### config.mk
export PLATFORM = sky130hd
export DESIGN_NAME = lsag_top
export DESIGN_NICKNAME = d
export VERILOG_FILES = /design/src/hdl/lsag_pkg.sv /design/src/hdl/lsag_addr.sv /design/src/hdl/lsag_ext.sv /design/src/hdl/lsag_top.sv
export SDC_FILE = /design/constraint.sdc
export NUM_CORES = 1
export LEC_CHECK = 0
export BUFFER_PORTS_ARGS = -buffer_cell sky130_fd_sc_hd__buf_2
export CAP_MARGIN = 20
export CORE_MARGIN = 1.5
export CORE_UTILIZATION = 30
export DETAILED_ROUTE_END_ITERATION = 16
export PLACE_DENSITY_LB_ADDON = 0.1
export SYNTH_ARGS = -nofsm -noshare
export SYNTH_HDL_FRONTEND = slang
export SYNTH_HIERARCHICAL = 1
export SYNTH_SLANG_ARGS = --single-unit
### constraint.sdc
create_clock -name clk_sys -period 8.58 [get_ports clk_sys]
set_input_delay 1.287 -clock clk_sys [delete_from_list [all_inputs] [get_ports clk_sys]]
set_output_delay 1.287 -clock clk_sys [all_outputs]
set_load 0.01 [all_outputs]
### src/hdl/lsag_pkg.sv
// types and constants of the load/store address generator
// assumes one core clock; all users refer to items as lsag_pkg::name
package lsag_pkg;

	// register numbers with special meaning
	localparam logic [3:0]  REG_SP          = 4'hd;
	localparam logic [3:0]  REG_PC          = 4'hf;

	// offset magnitude limits
	localparam logic [11:0] IMM_MAX_PLAIN   = 12'h0fff;
	localparam logic [11:0] IMM_MAX_IDX     = 12'h00ff;
	localparam logic [11:0] IMM_MAX_DUAL    = 12'h03fc;
	localparam logic [11:0] DUAL_ALIGN_MASK = 12'h0003;

	// address step to the second word, branch target mask
	localparam logic [31:0] WORD_STEP       = 32'h0000_0004;
	localparam logic [31:0] PC_LSB_MASK     = 32'hffff_fffe;

	// transfer sizes
	typedef enum logic [1:0] {
		SZ_BYTE  = 2'b00,
		SZ_HALF  = 2'b01,
		SZ_WORD  = 2'b10,
		SZ_DWORD = 2'b11
	} lsag_size_t;

	// addressing modes
	typedef enum logic [1:0] {
		MODE_OFFSET = 2'b00,
		MODE_PRE    = 2'b01,
		MODE_POST   = 2'b10,
		MODE_REGOFF = 2'b11
	} lsag_mode_t;

	// controller states
	typedef enum logic [1:0] {
		ST_IDLE = 2'b00,
		ST_ACC1 = 2'b01,
		ST_ACC2 = 2'b10
	} lsag_st_t;

	// one decoded transfer from the instruction stream
	typedef struct packed {
		logic        is_load;
		lsag_size_t  size;
		logic        sign_ext;
		lsag_mode_t  mode;
		logic        unpriv;
		logic        off_present;
		logic        off_add;
		logic [11:0] imm;
		logic [1:0]  shift;
		logic [3:0]  transfer_reg;
		logic [3:0]  second_transfer_reg;
		logic [3:0]  base_reg;
		logic [31:0] base_val;
		logic [31:0] index_val;
		logic [31:0] wdata;
		logic [31:0] wdata2;
		logic        privileged;
	} lsag_req_t;

	// complete state of the top module
	typedef struct packed {
		lsag_st_t    st;
		lsag_req_t   req;
		logic        ready;
		logic [31:0] addr2;
		logic [31:0] wb_base;
		logic        mem_req;
		logic [31:0] mem_addr;
		logic        mem_we;
		logic [31:0] mem_wdata;
		lsag_size_t  mem_size;
		logic        mem_user;
		logic        wb_valid;
		logic [3:0]  wb_reg;
		logic [31:0] wb_data;
		logic        wb2_valid;
		logic [3:0]  wb2_reg;
		logic [31:0] wb2_data;
		logic        base_wb_valid;
		logic [3:0]  base_wb_reg;
		logic [31:0] base_wb_data;
		logic        branch_valid;
		logic [31:0] branch_target;
		logic        done;
		logic        range_err;
	} lsag_state_t;

endpackage

### src/hdl/lsag_addr.sv
// address and writeback value calculation, offset range check
// assumes a decoded request held stable by the caller; purely combinational
`timescale 1ns/100ps
module lsag_addr
(
	input  wire lsag_pkg::lsag_req_t req,
	output logic [31:0]              acc_addr,
	output logic [31:0]              wb_addr,
	output logic                     range_bad
);
	logic [31:0] off;
	logic [31:0] eff;

	// offset value: scaled index, immediate, or zero when absent
	always_comb
	begin
		if (req.mode == lsag_pkg::MODE_REGOFF)
			off = req.index_val << req.shift;
		else if (req.off_present)
			off = 32'(req.imm);
		else
			off = 32'h0000_0000;
		if (req.off_add || req.mode == lsag_pkg::MODE_REGOFF)
			eff = req.base_val + off;
		else
			eff = req.base_val - off;
		// post-indexed uses the untouched base for the access
		acc_addr = (req.mode == lsag_pkg::MODE_POST) ? req.base_val : eff;
		wb_addr  = eff;
	end

	// offset range per transfer family
	always_comb
	begin
		range_bad = 1'b0;
		if (req.unpriv)
			range_bad = (req.mode != lsag_pkg::MODE_OFFSET) || (req.off_present
				&& (!req.off_add || req.imm > lsag_pkg::IMM_MAX_IDX));
		else if (req.mode == lsag_pkg::MODE_REGOFF)
			range_bad = 1'b0;
		else if (!req.off_present)
			range_bad = 1'b0;
		else if (req.size == lsag_pkg::SZ_DWORD)
			range_bad = ((req.imm & lsag_pkg::DUAL_ALIGN_MASK) != 12'h000)
				|| (req.imm > lsag_pkg::IMM_MAX_DUAL);
		else if (req.mode == lsag_pkg::MODE_OFFSET && req.off_add)
			range_bad = req.imm > lsag_pkg::IMM_MAX_PLAIN;
		else
			range_bad = req.imm > lsag_pkg::IMM_MAX_IDX;
	end
endmodule

### src/hdl/lsag_ext.sv
// zero or sign extension of loaded bytes and halfwords
// assumes memory returns the addressed data right-aligned in the low bits
`timescale 1ns/100ps
module lsag_ext
(
	input  wire logic [31:0]         rdata,
	input  wire lsag_pkg::lsag_size_t size,
	input  wire logic                sign_ext,
	output logic [31:0]              data
);
	// extend by size; words and double words pass through
	always_comb
	begin
		case (size)
			lsag_pkg::SZ_BYTE:
				data = sign_ext ? {{24{rdata[7]}}, rdata[7:0]}
					: {24'h00_0000, rdata[7:0]};
			lsag_pkg::SZ_HALF:
				data = sign_ext ? {{16{rdata[15]}}, rdata[15:0]}
					: {16'h0000, rdata[15:0]};
			default:
				data = rdata;
		endcase
	end
endmodule

### src/hdl/lsag_top.sv
// load/store execution: address generation, memory sequencing, writeback
// assumes a decoded request port from the instruction stream and a memory
// port that answers each held request with a one-cycle mem_ack
//
// What this block does
// - plain offset: base plus/minus offset, no writeback
// - pre-indexed: access at sum, write sum back
// - post-indexed: access at base, write sum back
// - byte/half/word/dword; zero or sign extend loads
// - single immediate offset ranges, plain and indexed
// - dual offsets multiple of four, within 1020
// - missing offset means address is the base
// - loads fill, stores write, one or two registers
// - pc word load branches with bit zero cleared
// - register offset: base plus index shifted 0-3
// - unprivileged offset 0 to 255, absent means base
// - unprivileged transfers always use user permission
// - unprivileged from user equals ordinary transfer
// - condition flags are never modified
`timescale 1ns/100ps
module lsag_top
(
	input  wire logic                 clk_sys,
	input  wire logic                 srst,
	input  wire logic                 req_valid,
	input  wire lsag_pkg::lsag_req_t  req_in,
	output logic                      req_ready,
	output logic                      mem_req,
	output logic [31:0]               mem_addr,
	output logic                      mem_we,
	output logic [31:0]               mem_wdata,
	output lsag_pkg::lsag_size_t      mem_size,
	output logic                      mem_user,
	input  wire logic                 mem_ack,
	input  wire logic [31:0]          mem_rdata,
	output logic                      wb_valid,
	output logic [3:0]                wb_reg,
	output logic [31:0]               wb_data,
	output logic                      wb2_valid,
	output logic [3:0]                wb2_reg,
	output logic [31:0]               wb2_data,
	output logic                      base_wb_valid,
	output logic [3:0]                base_wb_reg,
	output logic [31:0]               base_wb_data,
	output logic                      branch_valid,
	output logic [31:0]               branch_target,
	output logic                      done,
	output logic                      range_err
);
	lsag_pkg::lsag_state_t s_r;
	lsag_pkg::lsag_state_t s_nxt;
	logic                  accept;
	logic [31:0]           acc_addr;
	logic [31:0]           wb_addr;
	logic                  range_bad;
	logic [31:0]           ext_data;
	logic                  is_dual;
	logic                  pc_word_load;

	// address path works on the incoming request
	lsag_addr u_addr
	(
		.req       (req_in),
		.acc_addr  (acc_addr),
		.wb_addr   (wb_addr),
		.range_bad (range_bad)
	);

	// extension works on the latched request
	lsag_ext u_ext
	(
		.rdata    (mem_rdata),
		.size     (s_r.req.size),
		.sign_ext (s_r.req.sign_ext & s_r.req.is_load),
		.data     (ext_data)
	);

	// handy decodes
	assign accept       = req_valid & s_r.ready;
	assign is_dual      = (s_r.req.size == lsag_pkg::SZ_DWORD);
	assign pc_word_load = s_r.req.is_load && (s_r.req.size == lsag_pkg::SZ_WORD)
		&& (s_r.req.transfer_reg == lsag_pkg::REG_PC);

	// next state; register combinations are trusted, not checked
	always_comb
	begin
		s_nxt               = s_r;
		s_nxt.wb_valid      = 1'b0;
		s_nxt.wb2_valid     = 1'b0;
		s_nxt.base_wb_valid = 1'b0;
		s_nxt.branch_valid  = 1'b0;
		s_nxt.done          = 1'b0;
		s_nxt.range_err     = 1'b0;
		case (s_r.st)
			lsag_pkg::ST_IDLE:
			begin
				if (accept)
				begin
					s_nxt.req = req_in;
					if (range_bad)
					begin
						// out-of-range offset: no access, report at once
						s_nxt.done      = 1'b1;
						s_nxt.range_err = 1'b1;
					end
					else
					begin
						s_nxt.st        = lsag_pkg::ST_ACC1;
						s_nxt.ready     = 1'b0;
						s_nxt.mem_req   = 1'b1;
						s_nxt.mem_addr  = acc_addr;
						s_nxt.addr2     = acc_addr + lsag_pkg::WORD_STEP;
						s_nxt.wb_base   = wb_addr;
						s_nxt.mem_we    = ~req_in.is_load;
						s_nxt.mem_wdata = req_in.wdata;
						s_nxt.mem_size  = (req_in.size == lsag_pkg::SZ_DWORD)
							? lsag_pkg::SZ_WORD : req_in.size;
						// user permission forced for unprivileged forms
						s_nxt.mem_user  = req_in.unpriv | ~req_in.privileged;
					end
				end
			end
			lsag_pkg::ST_ACC1:
			begin
				if (mem_ack)
				begin
					s_nxt.wb_reg  = s_r.req.transfer_reg;
					s_nxt.wb_data = ext_data;
					if (is_dual)
					begin
						// second word four bytes up
						s_nxt.st        = lsag_pkg::ST_ACC2;
						s_nxt.mem_addr  = s_r.addr2;
						s_nxt.mem_wdata = s_r.req.wdata2;
					end
					else
					begin
						s_nxt.st      = lsag_pkg::ST_IDLE;
						s_nxt.ready   = 1'b1;
						s_nxt.mem_req = 1'b0;
						s_nxt.done    = 1'b1;
						if (pc_word_load)
						begin
							s_nxt.branch_valid  = 1'b1;
							s_nxt.branch_target = ext_data & lsag_pkg::PC_LSB_MASK;
						end
						else
							s_nxt.wb_valid = s_r.req.is_load;
					end
				end
			end
			lsag_pkg::ST_ACC2:
			begin
				if (mem_ack)
				begin
					s_nxt.st        = lsag_pkg::ST_IDLE;
					s_nxt.ready     = 1'b1;
					s_nxt.mem_req   = 1'b0;
					s_nxt.done      = 1'b1;
					s_nxt.wb_valid  = s_r.req.is_load;
					s_nxt.wb2_valid = s_r.req.is_load;
					s_nxt.wb2_reg   = s_r.req.second_transfer_reg;
					s_nxt.wb2_data  = ext_data;
				end
			end
			default:
			begin
				s_nxt.st      = lsag_pkg::ST_IDLE;
				s_nxt.ready   = 1'b1;
				s_nxt.mem_req = 1'b0;
			end
		endcase
		// base writeback with the last access; same register as a transfer is trusted away
		if ((s_r.st != lsag_pkg::ST_IDLE) && s_nxt.done
			&& (s_r.req.mode == lsag_pkg::MODE_PRE || s_r.req.mode == lsag_pkg::MODE_POST))
		begin
			s_nxt.base_wb_valid = 1'b1;
			s_nxt.base_wb_reg   = s_r.req.base_reg;
			s_nxt.base_wb_data  = s_r.wb_base;
		end
	end

	// state register
	always_ff @(posedge clk_sys)
	begin
		if (srst)
		begin
			s_r       <= '0;
			s_r.st    <= lsag_pkg::ST_IDLE;
			s_r.ready <= 1'b1;
		end
		else
			s_r <= s_nxt;
	end

	// outputs straight from the state register; no flag write path exists
	assign req_ready     = s_r.ready;
	assign mem_req       = s_r.mem_req;
	assign mem_addr      = s_r.mem_addr;
	assign mem_we        = s_r.mem_we;
	assign mem_wdata     = s_r.mem_wdata;
	assign mem_size      = s_r.mem_size;
	assign mem_user      = s_r.mem_user;
	assign wb_valid      = s_r.wb_valid;
	assign wb_reg        = s_r.wb_reg;
	assign wb_data       = s_r.wb_data;
	assign wb2_valid     = s_r.wb2_valid;
	assign wb2_reg       = s_r.wb2_reg;
	assign wb2_data      = s_r.wb2_data;
	assign base_wb_valid = s_r.base_wb_valid;
	assign base_wb_reg   = s_r.base_wb_reg;
	assign base_wb_data  = s_r.base_wb_data;
	assign branch_valid  = s_r.branch_valid;
	assign branch_target = s_r.branch_target;
	assign done          = s_r.done;
	assign range_err     = s_r.range_err;

	// plain offset access address and no base writeback
	a_plain_addr: assert property (@(posedge clk_sys) disable iff (srst)
		accept && !range_bad && !req_in.unpriv && req_in.mode == lsag_pkg::MODE_OFFSET
		&& req_in.off_present && req_in.off_add
		|=> mem_addr == $past(req_in.base_val) + 32'($past(req_in.imm)))
		else $error("plain offset address wrong");

	a_plain_no_wb: assert property (@(posedge clk_sys) disable iff (srst)
		done && s_r.req.mode == lsag_pkg::MODE_OFFSET |-> !base_wb_valid)
		else $error("plain offset wrote the base");

	a_pre_index: assert property (@(posedge clk_sys) disable iff (srst)
		base_wb_valid && s_r.req.mode == lsag_pkg::MODE_PRE && !is_dual
		|-> base_wb_data == $past(mem_addr))
		else $error("pre-index writeback differs from access address");

	a_post_index: assert property (@(posedge clk_sys) disable iff (srst)
		accept && !range_bad && req_in.mode == lsag_pkg::MODE_POST
		|=> mem_addr == $past(req_in.base_val))
		else $error("post-index access not at base");

	a_sign_byte: assert property (@(posedge clk_sys) disable iff (srst)
		wb_valid && s_r.req.size == lsag_pkg::SZ_BYTE
		|-> wb_data[31:8] == (s_r.req.sign_ext ? {24{wb_data[7]}} : 24'h00_0000))
		else $error("byte load extension wrong");

	a_dual_range: assert property (@(posedge clk_sys) disable iff (srst)
		accept && !req_in.unpriv && req_in.size == lsag_pkg::SZ_DWORD
		&& req_in.mode != lsag_pkg::MODE_REGOFF && req_in.off_present
		&& (req_in.imm & lsag_pkg::DUAL_ALIGN_MASK) != 12'h000
		|=> range_err && done && !mem_req)
		else $error("misaligned dual offset accepted");

	a_index_range: assert property (@(posedge clk_sys) disable iff (srst)
		accept && req_in.size != lsag_pkg::SZ_DWORD && req_in.mode == lsag_pkg::MODE_PRE
		&& req_in.off_present && req_in.imm > lsag_pkg::IMM_MAX_IDX
		|=> range_err)
		else $error("pre-index offset above limit accepted");

	a_no_offset: assert property (@(posedge clk_sys) disable iff (srst)
		accept && !range_bad && !req_in.off_present && req_in.mode != lsag_pkg::MODE_REGOFF
		|=> mem_addr == $past(req_in.base_val))
		else $error("absent offset not at base");

	a_second_word: assert property (@(posedge clk_sys) disable iff (srst)
		s_r.st == lsag_pkg::ST_ACC1 && mem_ack && is_dual
		|=> mem_req && mem_addr == $past(mem_addr) + lsag_pkg::WORD_STEP)
		else $error("second word address wrong");

	a_branch_lsb: assert property (@(posedge clk_sys) disable iff (srst)
		s_r.st == lsag_pkg::ST_ACC1 && mem_ack && pc_word_load
		|=> branch_valid && !wb_valid && branch_target == ($past(mem_rdata) & lsag_pkg::PC_LSB_MASK))
		else $error("pc load branch target wrong");

	a_reg_offset: assert property (@(posedge clk_sys) disable iff (srst)
		accept && !range_bad && req_in.mode == lsag_pkg::MODE_REGOFF
		|=> mem_addr == $past(req_in.base_val) + ($past(req_in.index_val) << $past(req_in.shift)))
		else $error("register offset address wrong");

	a_user_perm: assert property (@(posedge clk_sys) disable iff (srst)
		mem_req && s_r.req.unpriv |-> mem_user)
		else $error("unprivileged access without user permission");

	a_load_fill: assert property (@(posedge clk_sys) disable iff (srst)
		done && !range_err && s_r.req.is_load && is_dual |-> wb_valid && wb2_valid)
		else $error("dual load did not fill both registers");

	a_sign_half: assert property (@(posedge clk_sys) disable iff (srst)
		wb_valid && s_r.req.size == lsag_pkg::SZ_HALF
		|-> wb_data[31:16] == (s_r.req.sign_ext ? {16{wb_data[15]}} : 16'h0000))
		else $error("halfword load extension wrong");

	a_user_equal: assert property (@(posedge clk_sys) disable iff (srst)
		mem_req && !s_r.req.privileged |-> mem_user)
		else $error("user caller access without user permission");

	a_range_no_acc: assert property (@(posedge clk_sys) disable iff (srst)
		done && range_err |-> !mem_req && req_ready)
		else $error("rejected offset still started an access");
endmodule

==> qor.yml <==
initial_core_util_pct: 30.5
hold_class: "flop to flop"
via_count: 16700
min_to: "wb2_data[9]"
firstDrtPassIters: 5
worst_slew_pin_slew_ns: 0.990
min_from: "wb2_data[9]"
routed_wl_mm: 66.5
die_area_sq_um: 63100
cts_buffers: 41
hold_viol: 0
drt_iter0_drc: 865
fin_nets: 2710
r2r_slack_ns: 5.38
largest_reg_flops: 116
insertion_delay_ns: 0.57
postCtsSetupRepairBufs: 0
synth_top_area_share_pct: 35.8
cts_tree: "yes"
rsz0062_at_grt: "no"
grt_remaining_overflow: 0
fin_skew_ns: 0.0289
numPortBuffers: 414
r2r-end: "mem_addr[15]"
syn2layout_area_growth_pct: 13.0
postCtsHoldBufs: 0
avgSynthCellArea_sq_um: 7.81
rows: 90
reg2regPathDepth: 8
cp_max_fo: 37
synth_area_leaders: "dfxtp_1 (36%), nand2_1 (10%), buf_4 (8.7%), a21oi_1 (7.1%), nor2_1 (3.4%)"
crit_path_end_kind: "flop"
slew_violations: 0
maxCapViolCount: 0
fp.dieH_um: 251
ys_seq_elements: 331
path_class: "input pin to flop"
syn_nets: 2611
p_leak_nw: 8.33
ys_warn_count: 6
min_path_cells: 2
setup_tns_ns: 0
n_fill_cell: 6534
period_share_pct: 82.0
slew_headroom_pct: 34.0
drt-vias-per-instance: 5.08
crit_path_start_kind: "input pin"
dp_hpwl_mm: 48.9
hold_ws_ns: 0.450
netlist_instances: 2368
drive_gt1_share_pct: 22.5
synth.most_common_cell: "nand2_1"
ys_seq_area_share_pct: 35.8
grtUsageTotal_pct: 20.3
synth_common_cells: "nand2_1 (497), dfxtp_1 (331), a21oi_1 (261)"
synthFlopType: "dfxtp_1"
status: "completed"
synth_top_area_cell: "dfxtp_1"
vdd_ir_drop_max_v: 0.000136
period_minus_slack_ns: 7.04
synth_edf_count: 0
crit_arrival_ns: 7.51
core_region_area_sq_um: 60600
clkSinkCount: 331
antenna_found_initial: 5
setup_viol: 0
grt_max_degree: 88
die_width_um: 251
place_congestion: 0.848
clkTransAtPathRegs_ns: 0.06
ctsRootBufferMaster: "clkbuf_16"
antenna_left: 0
io_pins: 416
synth.cell_area_sq_um: 18500
synth-async-reset-ratio_pct: 0
ctsResizeCount: 0
grt_first_pass_wirelength_mm: 99.7
power_density_nw_per_um2: 277
grt_pass1_vias: 16100
clk_path_buf_depth: 3
drc: 0
regMostFlops: "s_r"
cp.required_ns: 9.05
synth_cell_types: 77
htreeDepth: 2
reg2reg_from: "s_r[445]"
fmax_mhz: 142
wl_per_cell_um: 20.3
## routing by layer
metal / share of wire (%) / vias to the layer above / GRT usage (%) / wire (um)
met5: 0.035 / - / 0 / 23
met2: 47 / 421 / 33.5 / 31100
met1: 45 / 7937 / 26.5 / 29800
li1: - / 8190 / - / -
met3: 5.5 / 112 / 4.13 / 3640
met4: 2.9 / 4 / 6.59 / 1950
## power by group
| group | leakage (nW) | switching [mW] | total [mW] | internal [mW] |
|---|---|---|---|---|
| logic | 4.97 | 1.33 | 2.02 | 0.695 |
| clock network | 0.662 | 0.705 | 1.75 | 1.04 |
| registers | 2.69 | 0.168 | 2.01 | 1.84 |
## how the worst max path moves through the flow
stage	from	end	slack, ns	depth (start not counted)
detailed placement	req_in[141]	s_r[273]	0.96	21
global placement	req_in[141]	s_r[278]	1.07	21
global route	req_in[141]	s_r[272]	1.0	21
CTS	req_in[141]	s_r[272]	1.55	21
finish	req_in[141]	s_r[272]	1.54	21
floorplan	req_in[141]	s_r[272]	2.23	21
## critical path: stages
cell and delay, ns:
buf_2 0.70, mux2_1 0.40, mux2i_1 0.20, o21ai_1 0.13, a2111o_1 0.49, o31ai_4 0.31, buf_4 0.25, o21ai_0 0.12
ha_1 0.41, and3_1 0.18, o211ai_1 0.12, nor3_1 0.31, nor2_1 0.12, nor2_1 0.19, a311oi_1 0.14, xnor2_1 0.32
mux2_2 0.29, nand2_1 0.07, or4_4 0.64, or4_1 0.54, a311oi_1 0.28
## cell type report
cell class / instances / area [sq um] / area share, %
antenna: 2 / 5.00 / 0.0240
clock inverter: 12 / 151 / 0.725
tap: 782 / 978 / 4.69
multi-input combinational: 1638 / 9550 / 45.7
clock buffer: 61 / 1210 / 5.81
timing repair buffer: 441 / 2310 / 11.1
inverter: 14 / 52.6 / 0.252
sequential: 331 / 6630 / 31.7
## cells by family after synthesis
logic type / Yosys count / synth area share [%]
and+or+nand+nor: 906 / 21.9
AOI/OAI and AO/OA: 551 / 18.3
buffers and inverters: 399 / 12.8
DFF: 331 / 35.8
muxes: 82 / 5.49
xor gates and xnor gates: 55 / 2.65
adders and majority gates: 43 / 2.95
other: 1 / 0.0203
## placed cells by master (no fill, tap or decap), types with 25 or more instances in the layout
master and count:
nand2_1 497, buf_2 413, dfxtp_1 331, a21oi_1 261, nor2_1 167, o21ai_0 79, nand3_1 63, a311oi_1 54
mux2i_1 50, a211oi_1 47, clkbuf_16 42, ha_1 41, nand3b_1 39, xnor2_1 36, nor3b_1 30, buf_4 25
## through the flow
stage / instance area [sq um] / cells / setup WS [ns] / utilization (%) / total power, mW
2_1_floorplan: 18500 / 2368 / 2.23 / - / 3.55
3_3_place_gp: 19500 / 3204 / 1.07 / 32.1 / 4.07
3_5_place_dp: 19500 / 3204 / 0.958 / 32.1 / 4.08
4_1_cts: 20800 / 3277 / 1.55 / 34.4 / 5.86
5_1_grt: 20900 / 3279 / 0.995 / 34.5 / 6.17
6_report: 20900 / 3281 / 1.54 / 34.5 / 5.78
Note: power is estimated with default switching activity, not from simulation.
